--- src/ptssc_pkg.sv ---
// Constants and carrier types of the PWM timer stop/clear and sync control block
package ptssc_pkg;

  localparam int unsigned N_CH     = 4;
  localparam int unsigned ADDR_W   = 8;
  localparam int unsigned DATA_W   = 16;

  // Register byte offsets
  localparam logic [7:0] OFF_STOP_CLEAR_SOURCE_SELECT = 8'h00;
  localparam logic [7:0] OFF_CHANNEL_WRITE_DISABLE    = 8'h04;
  localparam logic [7:0] OFF_SYNC_CLEAR_SELECT        = 8'h08;
  localparam logic [7:0] OFF_EXT_TRIGGER_FILTER_CTRL  = 8'h0C;
  localparam logic [7:0] OFF_BUFFER_DISABLE_CTRL      = 8'h10;
  localparam logic [7:0] OFF_HW_STOP_CLEAR_ENABLE     = 8'h14;

  // Field widths and positions
  localparam int unsigned SRC_SEL_W      = 4;
  localparam int unsigned SYNC_SEL_W     = 4;
  localparam int unsigned BUF_DIS_W      = 4;
  localparam int unsigned FLT_CLK_LSB    = 4;
  localparam int unsigned FLT_ON_BIT     = 6;
  localparam int unsigned FLT_LEVEL_BIT  = 7;
  localparam int unsigned STOP_EN_LSB    = 0;
  localparam int unsigned CLEAR_EN_LSB   = 8;

  // Reset values
  localparam logic [15:0] RST_SRC_SEL  = 16'h0000;
  localparam logic [15:0] RST_SYNC_SEL = 16'h3210;
  localparam logic [3:0]  RST_WR_BLK   = 4'h0;
  localparam logic [15:0] RST_BUF_DIS  = 16'h0000;
  localparam logic [1:0]  RST_FLT_CLK  = 2'h0;

  // Filter: equal samples needed before the output follows
  localparam int unsigned FLT_SAMPLES = 3;

  // Stop/clear source codes
  localparam logic [3:0] SRC_CMP0 = 4'h0;
  localparam logic [3:0] SRC_CMP1 = 4'h1;
  localparam logic [3:0] SRC_CMP2 = 4'h4;
  localparam logic [3:0] SRC_CMP3 = 4'h5;
  localparam logic [3:0] SRC_IO_A = 4'h8;
  localparam logic [3:0] SRC_IO_B = 4'h9;
  localparam logic [3:0] SRC_OC_A = 4'hA;
  localparam logic [3:0] SRC_OC_B = 4'hB;
  localparam logic [3:0] SRC_TRIG = 4'hC;

  typedef struct packed {
    logic [ADDR_W-1:0] addr;
    logic [DATA_W-1:0] wdata;
    logic              wr;
    logic              rd;
  } ptssc_bus_req_t;

  typedef struct packed {
    logic [3:0] cmp;
    logic       io_a;
    logic       io_b;
    logic       oc_a;
    logic       oc_b;
    logic       trig;
  } ptssc_src_in_t;

endpackage

--- src/ptssc_top.sv ---
// PWM timer stop/clear source select, sync clear, write disable, trigger filter and buffer disable
//
// Implementation choices: the register addresses and strobed register access.
`timescale 1ns/100ps
`default_nettype none

module ptssc_top (
  // Clock, reset, enable
  input  wire logic                   i_core_clk,
  input  wire logic                   i_rst_n,
  input  wire logic                   i_clk_en,
  // Register port
  input  wire ptssc_pkg::ptssc_bus_req_t i_bus,
  output logic [ptssc_pkg::DATA_W-1:0] o_rdata,
  // Stop/clear sources
  input  wire ptssc_pkg::ptssc_src_in_t  i_src,
  // Channel controls
  output logic [ptssc_pkg::N_CH-1:0]  o_ch_stop,
  output logic [ptssc_pkg::N_CH-1:0]  o_ch_clear,
  output logic [ptssc_pkg::N_CH-1:0]  o_ch_write_block,
  output logic [15:0]                 o_buf_disable
);
  import ptssc_pkg::*;

  typedef struct packed {
    logic [15:0]       src_sel;
    logic [15:0]       sync_sel;
    logic [N_CH-1:0]   wr_blk;
    logic [15:0]       buf_dis;
    logic [1:0]        flt_clk;
    logic              flt_on;
    logic [N_CH-1:0]   stop_en;
    logic [N_CH-1:0]   clr_en;
    logic [N_CH-1:0]   evt_prev;
    logic [5:0]        div_cnt;
    logic [FLT_SAMPLES-1:0] flt_hist;
    logic              flt_out;
    logic [N_CH-1:0]   stop;
    logic [N_CH-1:0]   clr;
    logic [DATA_W-1:0] rdata;
  } ptssc_state_t;

  ptssc_state_t s_q;
  ptssc_state_t s_d;

  logic              trig_used;
  logic [N_CH-1:0]   raw_src;
  logic [N_CH-1:0]   fire;
  logic [N_CH-1:0]   own_clr;
  logic [N_CH-1:0]   clr_req;
  logic [6:0]        div_top;
  logic              flt_tick;

  // Source multiplexer shared by all channels
  function automatic logic pick_src(input logic [3:0] code, input logic no_oc,
                                    input ptssc_src_in_t src, input logic trg);
    logic r;
    r = 1'b0;
    case (code)
      SRC_CMP0: r = src.cmp[0];
      SRC_CMP1: r = src.cmp[1];
      SRC_CMP2: r = src.cmp[2];
      SRC_CMP3: r = src.cmp[3];
      SRC_IO_A: r = src.io_a;
      SRC_IO_B: r = src.io_b;
      SRC_OC_A: r = no_oc ? 1'b0 : src.oc_a;
      SRC_OC_B: r = no_oc ? 1'b0 : src.oc_b;
      SRC_TRIG: r = trg;
      default:  r = 1'b0;
    endcase
    return r;
  endfunction

  // Filter sample rate: clock divided by 1, 4, 16 or 64
  assign div_top   = 7'h01 << {s_q.flt_clk, 1'b0};
  assign flt_tick  = (s_q.div_cnt == 6'(div_top - 7'h01));
  assign trig_used = s_q.flt_on ? s_q.flt_out : i_src.trig;

  genvar g;
  generate
    for (g = 0; g < N_CH; g++) begin : g_ch
      assign raw_src[g] = pick_src(s_q.src_sel[g*SRC_SEL_W +: SRC_SEL_W], (g == N_CH-1), i_src,
                                   trig_used);
      assign fire[g]    = raw_src[g] & ~s_q.evt_prev[g];
      assign own_clr[g] = fire[g] & s_q.clr_en[g];
      // Field equal to own index means no sync clear
      assign clr_req[g] = own_clr[g] |
                          ((s_q.sync_sel[g*SYNC_SEL_W +: 2] != 2'(g)) &
                           own_clr[s_q.sync_sel[g*SYNC_SEL_W +: 2]]);
    end
  endgenerate

  always_comb begin
    s_d = s_q;
    // Hardware event edges
    s_d.evt_prev = raw_src;
    s_d.stop     = fire & s_q.stop_en;
    s_d.clr      = clr_req;

    // Trigger noise filter
    if (flt_tick) begin
      s_d.div_cnt  = 6'h00;
      s_d.flt_hist = {s_q.flt_hist[FLT_SAMPLES-2:0], i_src.trig};
    end else begin
      s_d.div_cnt = s_q.div_cnt + 6'h01;
    end
    if (&s_q.flt_hist) begin
      s_d.flt_out = 1'b1;
    end else if (~|s_q.flt_hist) begin
      s_d.flt_out = 1'b0;
    end

    // Register writes
    if (i_bus.wr) begin
      case (i_bus.addr)
        OFF_STOP_CLEAR_SOURCE_SELECT: s_d.src_sel  = i_bus.wdata;
        OFF_CHANNEL_WRITE_DISABLE:    s_d.wr_blk   = i_bus.wdata[N_CH-1:0];
        OFF_SYNC_CLEAR_SELECT: begin
          for (int c = 0; c < N_CH; c++) begin
            s_d.sync_sel[c*SYNC_SEL_W +: SYNC_SEL_W] = {2'b00, i_bus.wdata[c*SYNC_SEL_W +: 2]};
          end
        end
        OFF_EXT_TRIGGER_FILTER_CTRL: begin
          s_d.flt_clk = i_bus.wdata[FLT_CLK_LSB +: 2];
          s_d.flt_on  = i_bus.wdata[FLT_ON_BIT];
          s_d.div_cnt = 6'h00;
        end
        OFF_BUFFER_DISABLE_CTRL: s_d.buf_dis = i_bus.wdata;
        OFF_HW_STOP_CLEAR_ENABLE: begin
          for (int c = 0; c < N_CH; c++) begin
            if (!s_q.wr_blk[c]) begin
              s_d.stop_en[c] = i_bus.wdata[STOP_EN_LSB + c];
              s_d.clr_en[c]  = i_bus.wdata[CLEAR_EN_LSB + c];
            end
          end
        end
        default: ;
      endcase
    end

    // Read data in the following cycle only
    s_d.rdata = '0;
    if (i_bus.rd) begin
      case (i_bus.addr)
        OFF_STOP_CLEAR_SOURCE_SELECT: s_d.rdata = s_q.src_sel;
        OFF_CHANNEL_WRITE_DISABLE:    s_d.rdata = {12'h000, s_q.wr_blk};
        OFF_SYNC_CLEAR_SELECT:        s_d.rdata = s_q.sync_sel;
        OFF_EXT_TRIGGER_FILTER_CTRL: begin
          // Old edge flag bits 1:0 read as zero
          s_d.rdata[FLT_CLK_LSB +: 2] = s_q.flt_clk;
          s_d.rdata[FLT_ON_BIT]       = s_q.flt_on;
          s_d.rdata[FLT_LEVEL_BIT]    = trig_used;
        end
        OFF_BUFFER_DISABLE_CTRL:      s_d.rdata = s_q.buf_dis;
        OFF_HW_STOP_CLEAR_ENABLE: begin
          s_d.rdata[STOP_EN_LSB +: N_CH]  = s_q.stop_en;
          s_d.rdata[CLEAR_EN_LSB +: N_CH] = s_q.clr_en;
        end
        default: s_d.rdata = '0;
      endcase
    end
  end

  always_ff @(posedge i_core_clk) begin
    if (!i_rst_n) begin
      s_q          <= '0;
      s_q.src_sel  <= RST_SRC_SEL;
      s_q.sync_sel <= RST_SYNC_SEL;
      s_q.wr_blk   <= RST_WR_BLK;
      s_q.buf_dis  <= RST_BUF_DIS;
      s_q.flt_clk  <= RST_FLT_CLK;
    end else if (i_clk_en) begin
      s_q <= s_d;
    end
  end

  assign o_rdata          = s_q.rdata;
  assign o_ch_stop        = s_q.stop;
  assign o_ch_clear       = s_q.clr;
  assign o_ch_write_block = s_q.wr_blk;
  assign o_buf_disable    = s_q.buf_dis;

  // Checks
  chk_cmp0_stop: assert property (@(posedge i_core_clk) disable iff (!i_rst_n)
    (i_clk_en && s_q.src_sel[3:0] == 4'h0 && i_src.cmp[0] && !s_q.evt_prev[0] && s_q.stop_en[0])
    |=> o_ch_stop[0])
    else $error("comparator 0 event did not stop channel 0");

  chk_pin_a_stop: assert property (@(posedge i_core_clk) disable iff (!i_rst_n)
    (i_clk_en && s_q.src_sel[7:4] == 4'h8 && i_src.io_a && !s_q.evt_prev[1] && s_q.stop_en[1])
    |=> o_ch_stop[1])
    else $error("pin A event did not stop channel 1");

  chk_oc_b_stop: assert property (@(posedge i_core_clk) disable iff (!i_rst_n)
    (i_clk_en && s_q.src_sel[11:8] == 4'hB && i_src.oc_b && !s_q.evt_prev[2] && s_q.stop_en[2])
    |=> o_ch_stop[2])
    else $error("compare output B did not stop channel 2");

  chk_ch3_no_oc: assert property (@(posedge i_core_clk) disable iff (!i_rst_n)
    (s_q.src_sel[15:13] == 3'b101) |-> !raw_src[3])
    else $error("channel 3 took a compare output source");

  chk_trig_src: assert property (@(posedge i_core_clk) disable iff (!i_rst_n)
    (s_q.src_sel[3:0] == 4'hC) |-> (raw_src[0] == trig_used))
    else $error("trigger code did not select the trigger");

  chk_filter_off: assert property (@(posedge i_core_clk) disable iff (!i_rst_n)
    !s_q.flt_on |-> (trig_used == i_src.trig))
    else $error("filter applied while disabled");

  chk_filter_on: assert property (@(posedge i_core_clk) disable iff (!i_rst_n)
    (s_q.flt_on && $past(s_q.flt_on) && $changed(trig_used)) |-> (s_q.flt_out == $past(s_q.flt_hist[0])))
    else $error("filtered trigger changed without agreeing samples");

  chk_write_block: assert property (@(posedge i_core_clk) disable iff (!i_rst_n)
    (i_clk_en && i_bus.wr && i_bus.addr == OFF_HW_STOP_CLEAR_ENABLE && s_q.wr_blk[0])
    |=> $stable(s_q.stop_en[0]) && $stable(s_q.clr_en[0]))
    else $error("blocked channel 0 accepted a write");

  chk_sync_ch0: assert property (@(posedge i_core_clk) disable iff (!i_rst_n)
    (i_clk_en && s_q.sync_sel[1:0] == 2'b01 && own_clr[1]) |=> o_ch_clear[0])
    else $error("channel 0 missed sync clear from channel 1");

  chk_sync_none: assert property (@(posedge i_core_clk) disable iff (!i_rst_n)
    (i_clk_en && s_q.sync_sel[13:12] == 2'b11 && !own_clr[3]) |=> !o_ch_clear[3])
    else $error("channel 3 cleared with sync off");

  chk_buf_write: assert property (@(posedge i_core_clk) disable iff (!i_rst_n)
    (i_clk_en && i_bus.wr && i_bus.addr == OFF_BUFFER_DISABLE_CTRL)
    |=> (o_buf_disable == $past(i_bus.wdata)))
    else $error("buffer disable write lost");

  chk_read_src: assert property (@(posedge i_core_clk) disable iff (!i_rst_n)
    (i_clk_en && i_bus.rd && !i_bus.wr && i_bus.addr == OFF_STOP_CLEAR_SOURCE_SELECT)
    |=> (o_rdata == $past(s_q.src_sel)))
    else $error("selector read back wrong");

  chk_cmp1_stop: assert property (@(posedge i_core_clk) disable iff (!i_rst_n)
    (i_clk_en && s_q.src_sel[3:0] == SRC_CMP1 && i_src.cmp[1] && !s_q.evt_prev[0] && s_q.stop_en[0])
    |=> o_ch_stop[0])
    else $error("comparator 1 event did not stop channel 0");

  chk_cmp2_stop: assert property (@(posedge i_core_clk) disable iff (!i_rst_n)
    (i_clk_en && s_q.src_sel[7:4] == SRC_CMP2 && i_src.cmp[2] && !s_q.evt_prev[1] && s_q.stop_en[1])
    |=> o_ch_stop[1])
    else $error("comparator 2 event did not stop channel 1");

  chk_cmp3_stop: assert property (@(posedge i_core_clk) disable iff (!i_rst_n)
    (i_clk_en && s_q.src_sel[15:12] == SRC_CMP3 && i_src.cmp[3] && !s_q.evt_prev[3] && s_q.stop_en[3])
    |=> o_ch_stop[3])
    else $error("comparator 3 event did not stop channel 3");

  chk_pin_b_stop: assert property (@(posedge i_core_clk) disable iff (!i_rst_n)
    (i_clk_en && s_q.src_sel[15:12] == SRC_IO_B && i_src.io_b && !s_q.evt_prev[3] && s_q.stop_en[3])
    |=> o_ch_stop[3])
    else $error("pin B event did not stop channel 3");

  chk_oc_a_stop: assert property (@(posedge i_core_clk) disable iff (!i_rst_n)
    (i_clk_en && s_q.src_sel[3:0] == SRC_OC_A && i_src.oc_a && !s_q.evt_prev[0] && s_q.stop_en[0])
    |=> o_ch_stop[0])
    else $error("compare output A did not stop channel 0");

  chk_trig_stop: assert property (@(posedge i_core_clk) disable iff (!i_rst_n)
    (i_clk_en && s_q.src_sel[11:8] == SRC_TRIG && trig_used && !s_q.evt_prev[2] && s_q.stop_en[2])
    |=> o_ch_stop[2])
    else $error("trigger event did not stop channel 2");

  chk_own_clear: assert property (@(posedge i_core_clk) disable iff (!i_rst_n)
    (i_clk_en && raw_src[1] && !s_q.evt_prev[1] && s_q.clr_en[1])
    |=> o_ch_clear[1])
    else $error("channel 1 event did not clear channel 1");

  chk_stop_idle: assert property (@(posedge i_core_clk) disable iff (!i_rst_n)
    (i_clk_en && !(|fire)) |=> (o_ch_stop == '0))
    else $error("stop pulse without a source edge");

  chk_stop_gated: assert property (@(posedge i_core_clk) disable iff (!i_rst_n)
    (i_clk_en && !s_q.stop_en[0]) |=> !o_ch_stop[0])
    else $error("channel 0 stopped with stop disabled");

  chk_sync_ch1: assert property (@(posedge i_core_clk) disable iff (!i_rst_n)
    (i_clk_en && s_q.sync_sel[5:4] == 2'b00 && own_clr[0]) |=> o_ch_clear[1])
    else $error("channel 1 missed sync clear from channel 0");

  chk_sync_ch2: assert property (@(posedge i_core_clk) disable iff (!i_rst_n)
    (i_clk_en && s_q.sync_sel[9:8] == 2'b11 && own_clr[3]) |=> o_ch_clear[2])
    else $error("channel 2 missed sync clear from channel 3");

  chk_sync_ch3: assert property (@(posedge i_core_clk) disable iff (!i_rst_n)
    (i_clk_en && s_q.sync_sel[13:12] == 2'b10 && own_clr[2]) |=> o_ch_clear[3])
    else $error("channel 3 missed sync clear from channel 2");

  chk_sync_off0: assert property (@(posedge i_core_clk) disable iff (!i_rst_n)
    (i_clk_en && s_q.sync_sel[1:0] == 2'b00 && !own_clr[0]) |=> !o_ch_clear[0])
    else $error("channel 0 cleared with sync off");

  chk_block_out: assert property (@(posedge i_core_clk) disable iff (!i_rst_n)
    (i_clk_en && i_bus.wr && i_bus.addr == OFF_CHANNEL_WRITE_DISABLE)
    |=> (o_ch_write_block == $past(i_bus.wdata[N_CH-1:0])))
    else $error("write disable bits not taken");

  chk_write_open: assert property (@(posedge i_core_clk) disable iff (!i_rst_n)
    (i_clk_en && i_bus.wr && i_bus.addr == OFF_HW_STOP_CLEAR_ENABLE && !s_q.wr_blk[2])
    |=> (s_q.stop_en[2] == $past(i_bus.wdata[STOP_EN_LSB + 2])))
    else $error("open channel 2 lost an enable write");

  chk_flag_bits: assert property (@(posedge i_core_clk) disable iff (!i_rst_n)
    (i_clk_en && i_bus.rd && i_bus.addr == OFF_EXT_TRIGGER_FILTER_CTRL) |=> (o_rdata[1:0] == 2'b00))
    else $error("reserved trigger flag bits read nonzero");

  chk_filter_cfg: assert property (@(posedge i_core_clk) disable iff (!i_rst_n)
    (i_clk_en && i_bus.wr && i_bus.addr == OFF_EXT_TRIGGER_FILTER_CTRL)
    |=> (s_q.flt_on == $past(i_bus.wdata[FLT_ON_BIT])))
    else $error("filter enable write lost");

  chk_buf_read: assert property (@(posedge i_core_clk) disable iff (!i_rst_n)
    (i_clk_en && i_bus.rd && i_bus.addr == OFF_BUFFER_DISABLE_CTRL)
    |=> (o_rdata == $past(s_q.buf_dis)))
    else $error("buffer disable read back wrong");

endmodule

`default_nettype wire

--- config.mk ---
export PLATFORM = sky130hd
export DESIGN_NAME = ptssc_top
export DESIGN_NICKNAME = d
export VERILOG_FILES = /design/src/ptssc_pkg.sv /design/src/ptssc_top.sv
export SDC_FILE = /design/constraint.sdc
export NUM_CORES = 1
export LEC_CHECK = 0
export ABC_AREA = 1
export ABC_CLOCK_PERIOD_IN_PS = 2200
export BUFFER_PORTS_ARGS = -buffer_cell sky130_fd_sc_hd__buf_2
export CORE_MARGIN = 8
export CORE_UTILIZATION = 50
export DETAILED_ROUTE_END_ITERATION = 10
export GPL_TIMING_DRIVEN = 0
export PLACE_DENSITY = 0.72
export SLEW_MARGIN = 10
export SYNTH_ARGS = -nofsm -noshare
export SYNTH_HDL_FRONTEND = slang
export SYNTH_SLANG_ARGS = --single-unit
--- constraint.sdc ---
create_clock -name i_core_clk -period 2.2 [get_ports i_core_clk]
set_clock_uncertainty 0.15 [all_clocks]
set_input_delay 0.33 -clock i_core_clk [delete_from_list [all_inputs] [get_ports i_core_clk]]
set_output_delay 0.33 -clock i_core_clk [all_outputs]
set_load 0.05 [all_outputs]
==> impl_metrics.toml <==
[finish]
design.final.nets = 826
design_area_um2 = 5630
final_core_utilization = 0.584
area_taken_by_multi_input_logic_gates_um2 = 2250
drive_above_1_share = 0.216
area_delta_synth_final_pct = 15.4
num_antenna_cells = 0
final_cell_count_no_fill = 924
fillCellCount = 1016
area_occupied_by_registers_um2 = 1860

[power_and_ir_drop]
total_power_mw = 3.08
irDropWorstVdd_mv = 0.294
power_density_nw_per_um2 = 546
pwr-share-clk = 0.367
intPower_mw = 2.22
power_frac_seq = 0.555
p_leak_nw = 2.64
total_switching_power_uw = 857
power_frac_comb = 0.078
sw_frac_of_total = 0.279

[cts]
ctsRootBufferMaster = "sky130_fd_sc_hd__clkbuf_8"
ctsHtreeMaxLevel = 3
cts_tree = "built"
clk_slew_on_worst_s_h_paths_ns = 0.10
postCtsSetupBuffers = 0
cts_hold_buffers = 0
insertion_delay_ns = 0.38
cts-buffers-inserted = 9
cts_repair_resize_count = 0
cts-root-to-sink-buffers = 2
clock_sinks = 93

[die]
die_h_um = 115
top_level_ports = 82
num_rows = 36
fp.coreArea_um2 = 9640
fp.dieArea_um2 = 13200
initial_core_util = 0.506
floorplan.die.width_um = 115

[worst_setup_path]
cp.buffers_inverters = 1
critical_path_required_ns = 2.33
number_of_cells_traversed_by_the_worst_register_to_register_path = 8
worstSetupPathDepth = 8
reg2reg_from = "s_q[47]$_SDFFE_PN0P_"
timing.critical_path.from_type = "register"
cp_common_cell = "sky130_fd_sc_hd__nor2_1"
delay_of_the_slowest_critical_path_stage_ns = 0.36
critical_path_peak_fanout = 5
worst-setup-path-type = "register to register"
cp-startpoint = "s_q[47]$_SDFFE_PN0P_"
cp_cell_sequence = "nor2_1, inv_1, ha_1, xnor2_1, nor2_1, nand4_1, nand3_1, nor3b_1"
crit_family = "simple AND/OR/NAND/NOR gates"
worst_ep_arrival_time_ns = 2.09
cpMaxStageDelayCell = "sky130_fd_sc_hd__dfxtp_1"
kind_of_capture_point_of_the_worst_setup_path = "register"

[detailed_routing]
wl_per_cell_um = 17.3
finalWirelength_mm = 15.9
drt_drc_violations_left = 0
drt.antenna.violating_nets = 0
drt-pass1-iter-count = 5
viasPerCell = 5.43
dr.first_iter.drc_count = 390
total_via_count_after_detailed_routing = 5015

[logic_synthesis]
synth_area_um2 = 4880
yosys_reg_bits = 93
synthesis.nets = 735
yosys_warnings = 0
synth.distinct_cells = 41
post_synth.cell_area_avg_um2 = 7.02
synth_seq_area_share = 0.382
syn-instance-count = 695

[sta]
layout_worst_path_cycle_share = 0.891
report.final.hold_viol_count = 0
max-slew-margin-rel = 0.416
unrepaired_setup_endpoints_after_global_routing = "false"
hold_ws_ns = 0.0604
setup_violations = 0
timing.final.ws_setup_ns = 0.240
max_slew.worst_pin.slew_ns = 0.876
maxClockFrequency_mhz = 510
finalCriticalPeriod_ns = 1.96
slew_violations = 0
fin_setup_tns_ns = 0

[hold_path]
timing.hold.worst.start = "i_bus[9]"
min_delay_path_depth = 3
min_path_type = "input port to register"

[global_route]
maximum_number_of_pins_on_one_net_before_global_route_repair = 17
first_global_vias = 4751
globalRoute.totalOverflow = 0
track_usage = 0.246
grt_first_pass_wirelength_mm = 24.9
grt_antenna_before_repair = 0

[flow_run]
max_capacitance_violation_count = 0

[placed_design]
hpwl_mm = 12.4
io_buffers = 80
post_place_setup_slack_ns = 0.162
post-place-cells = 908
final_gp_congestion = 0.954
placed_area_um2 = 5450

[status]
run_status = "completed"
## power by group through the flow
stage | clock (mW) | sequential (mW) | combinational [mW]
global route | 1.20 | 1.71 | 0.264
global placement | 0 | 1.74 | 0.233
floorplan | 0 | 1.74 | 0.132
finish | 1.13 | 1.71 | 0.241
detailed placement | 0 | 1.75 | 0.237
CTS | 1.12 | 1.71 | 0.238
## cell usage after synthesis, drive strengths merged
cell type / count / area share
nand2: 129 / 0.10
dfxtp: 93 / 0.38
inv: 82 / 0.063
nor2: 76 / 0.067
o21ai: 73 / 0.075
a21oi: 70 / 0.072
buf: 53 / 0.081
nand3: 37 / 0.039
nand4: 17 / 0.022
a211oi: 13 / 0.024
clkbuf: 12 / 0.0092
o211ai: 7 / 0.011
nor3: 4 / 0.0041
o22ai: 4 / 0.0051
a21boi: 3 / 0.0046
clkinv: 3 / 0.0036
o2bb2ai: 3 / 0.0054
or2: 3 / 0.0044
a31oi: 2 / 0.0026
ha: 2 / 0.0051
o2111ai: 2 / 0.0036
o221ai: 2 / 0.0036
xor2: 2 / 0.0036
nor3b: 1 / 0.0015
o41ai: 1 / 0.0018
xnor2: 1 / 0.0018
## logic make-up after synthesis
logic type	synth area share
compound gates	0.208
xor+xnor	0.00539
fa+ha+maj	0.00513
buf+inv	0.157
flops	0.382
simple gates	0.243
## sequential cells by signal, summed over array words and instances (netlist names)
signal and count:
o_rdata 16, s_q 49, o_buf_disable 16, o_ch_stop 4, o_ch_clear 4, o_ch_write_block 4
## worst register-to-register path, delay by kind of cell, from the launching register on
| kind | cells | cell delay (ns) |
|---|---|---|
| xor gates and xnor gates | 1 | 0.13 |
| buffers and inverters | 1 | 0.06 |
| and+or+nand+nor | 5 | 0.86 |
| DFF | 1 | 0.36 |
| adders and majority gates | 1 | 0.30 |
## layout make-up
type / instances / area share
inverters: 85 / 0.0578
clock inverters: 5 / 0.00756
well taps: 133 / 0.0296
plain buffers: 65 / 0.0782
multi-input cells: 452 / 0.400
repair buffers: 80 / 0.0711
clock buffers: 11 / 0.0251
flip-flops and latches: 93 / 0.331
## worst paths after layout
path | endpoint | slack [ns]
hold reg to reg | o_ch_stop[2]$_SDFFE_PN0P_ | 0.32
setup reg to reg | s_q[31]$_SDFFE_PN0P_ | 0.24
setup / recovery | s_q[31]$_SDFFE_PN0P_ | 0.24
hold / removal | o_buf_disable[7]$_SDFFE_PN0P_ | 0.06
## layer usage
layer | GRT usage | wire, µm | up-vias | share of wire
li1 | - | - | 2439 | -
met1 | 0.328 | 7190 | 2338 | 0.45
met2 | 0.377 | 7050 | 210 | 0.44
met3 | 0.0609 | 1300 | 28 | 0.081
met4 | 0.0867 | 403 | 0 | 0.025
met5 | 0 | 0 | - | 0
## layout by cell type (no fill, tap or decap), drive strengths merged, types with 2 or more instances in the layout
cell,synthesis,routed
o221ai,2,2
o22ai,4,4
a21boi,3,3
inv,82,84
dfxtp,93,93
nand2,129,129
nand3,37,37
a31oi,2,2
nor2,76,76
ha,2,2
o21ai,73,73
nor3,4,4
o2111ai,2,2
a21oi,70,70
clkbuf,12,23
xor2,2,2
nand4,17,17
a211oi,13,13
o2bb2ai,3,3
clkinv,3,5
o211ai,7,7
buf,53,133
or2,3,3
(Power assumes the default switching activity.)
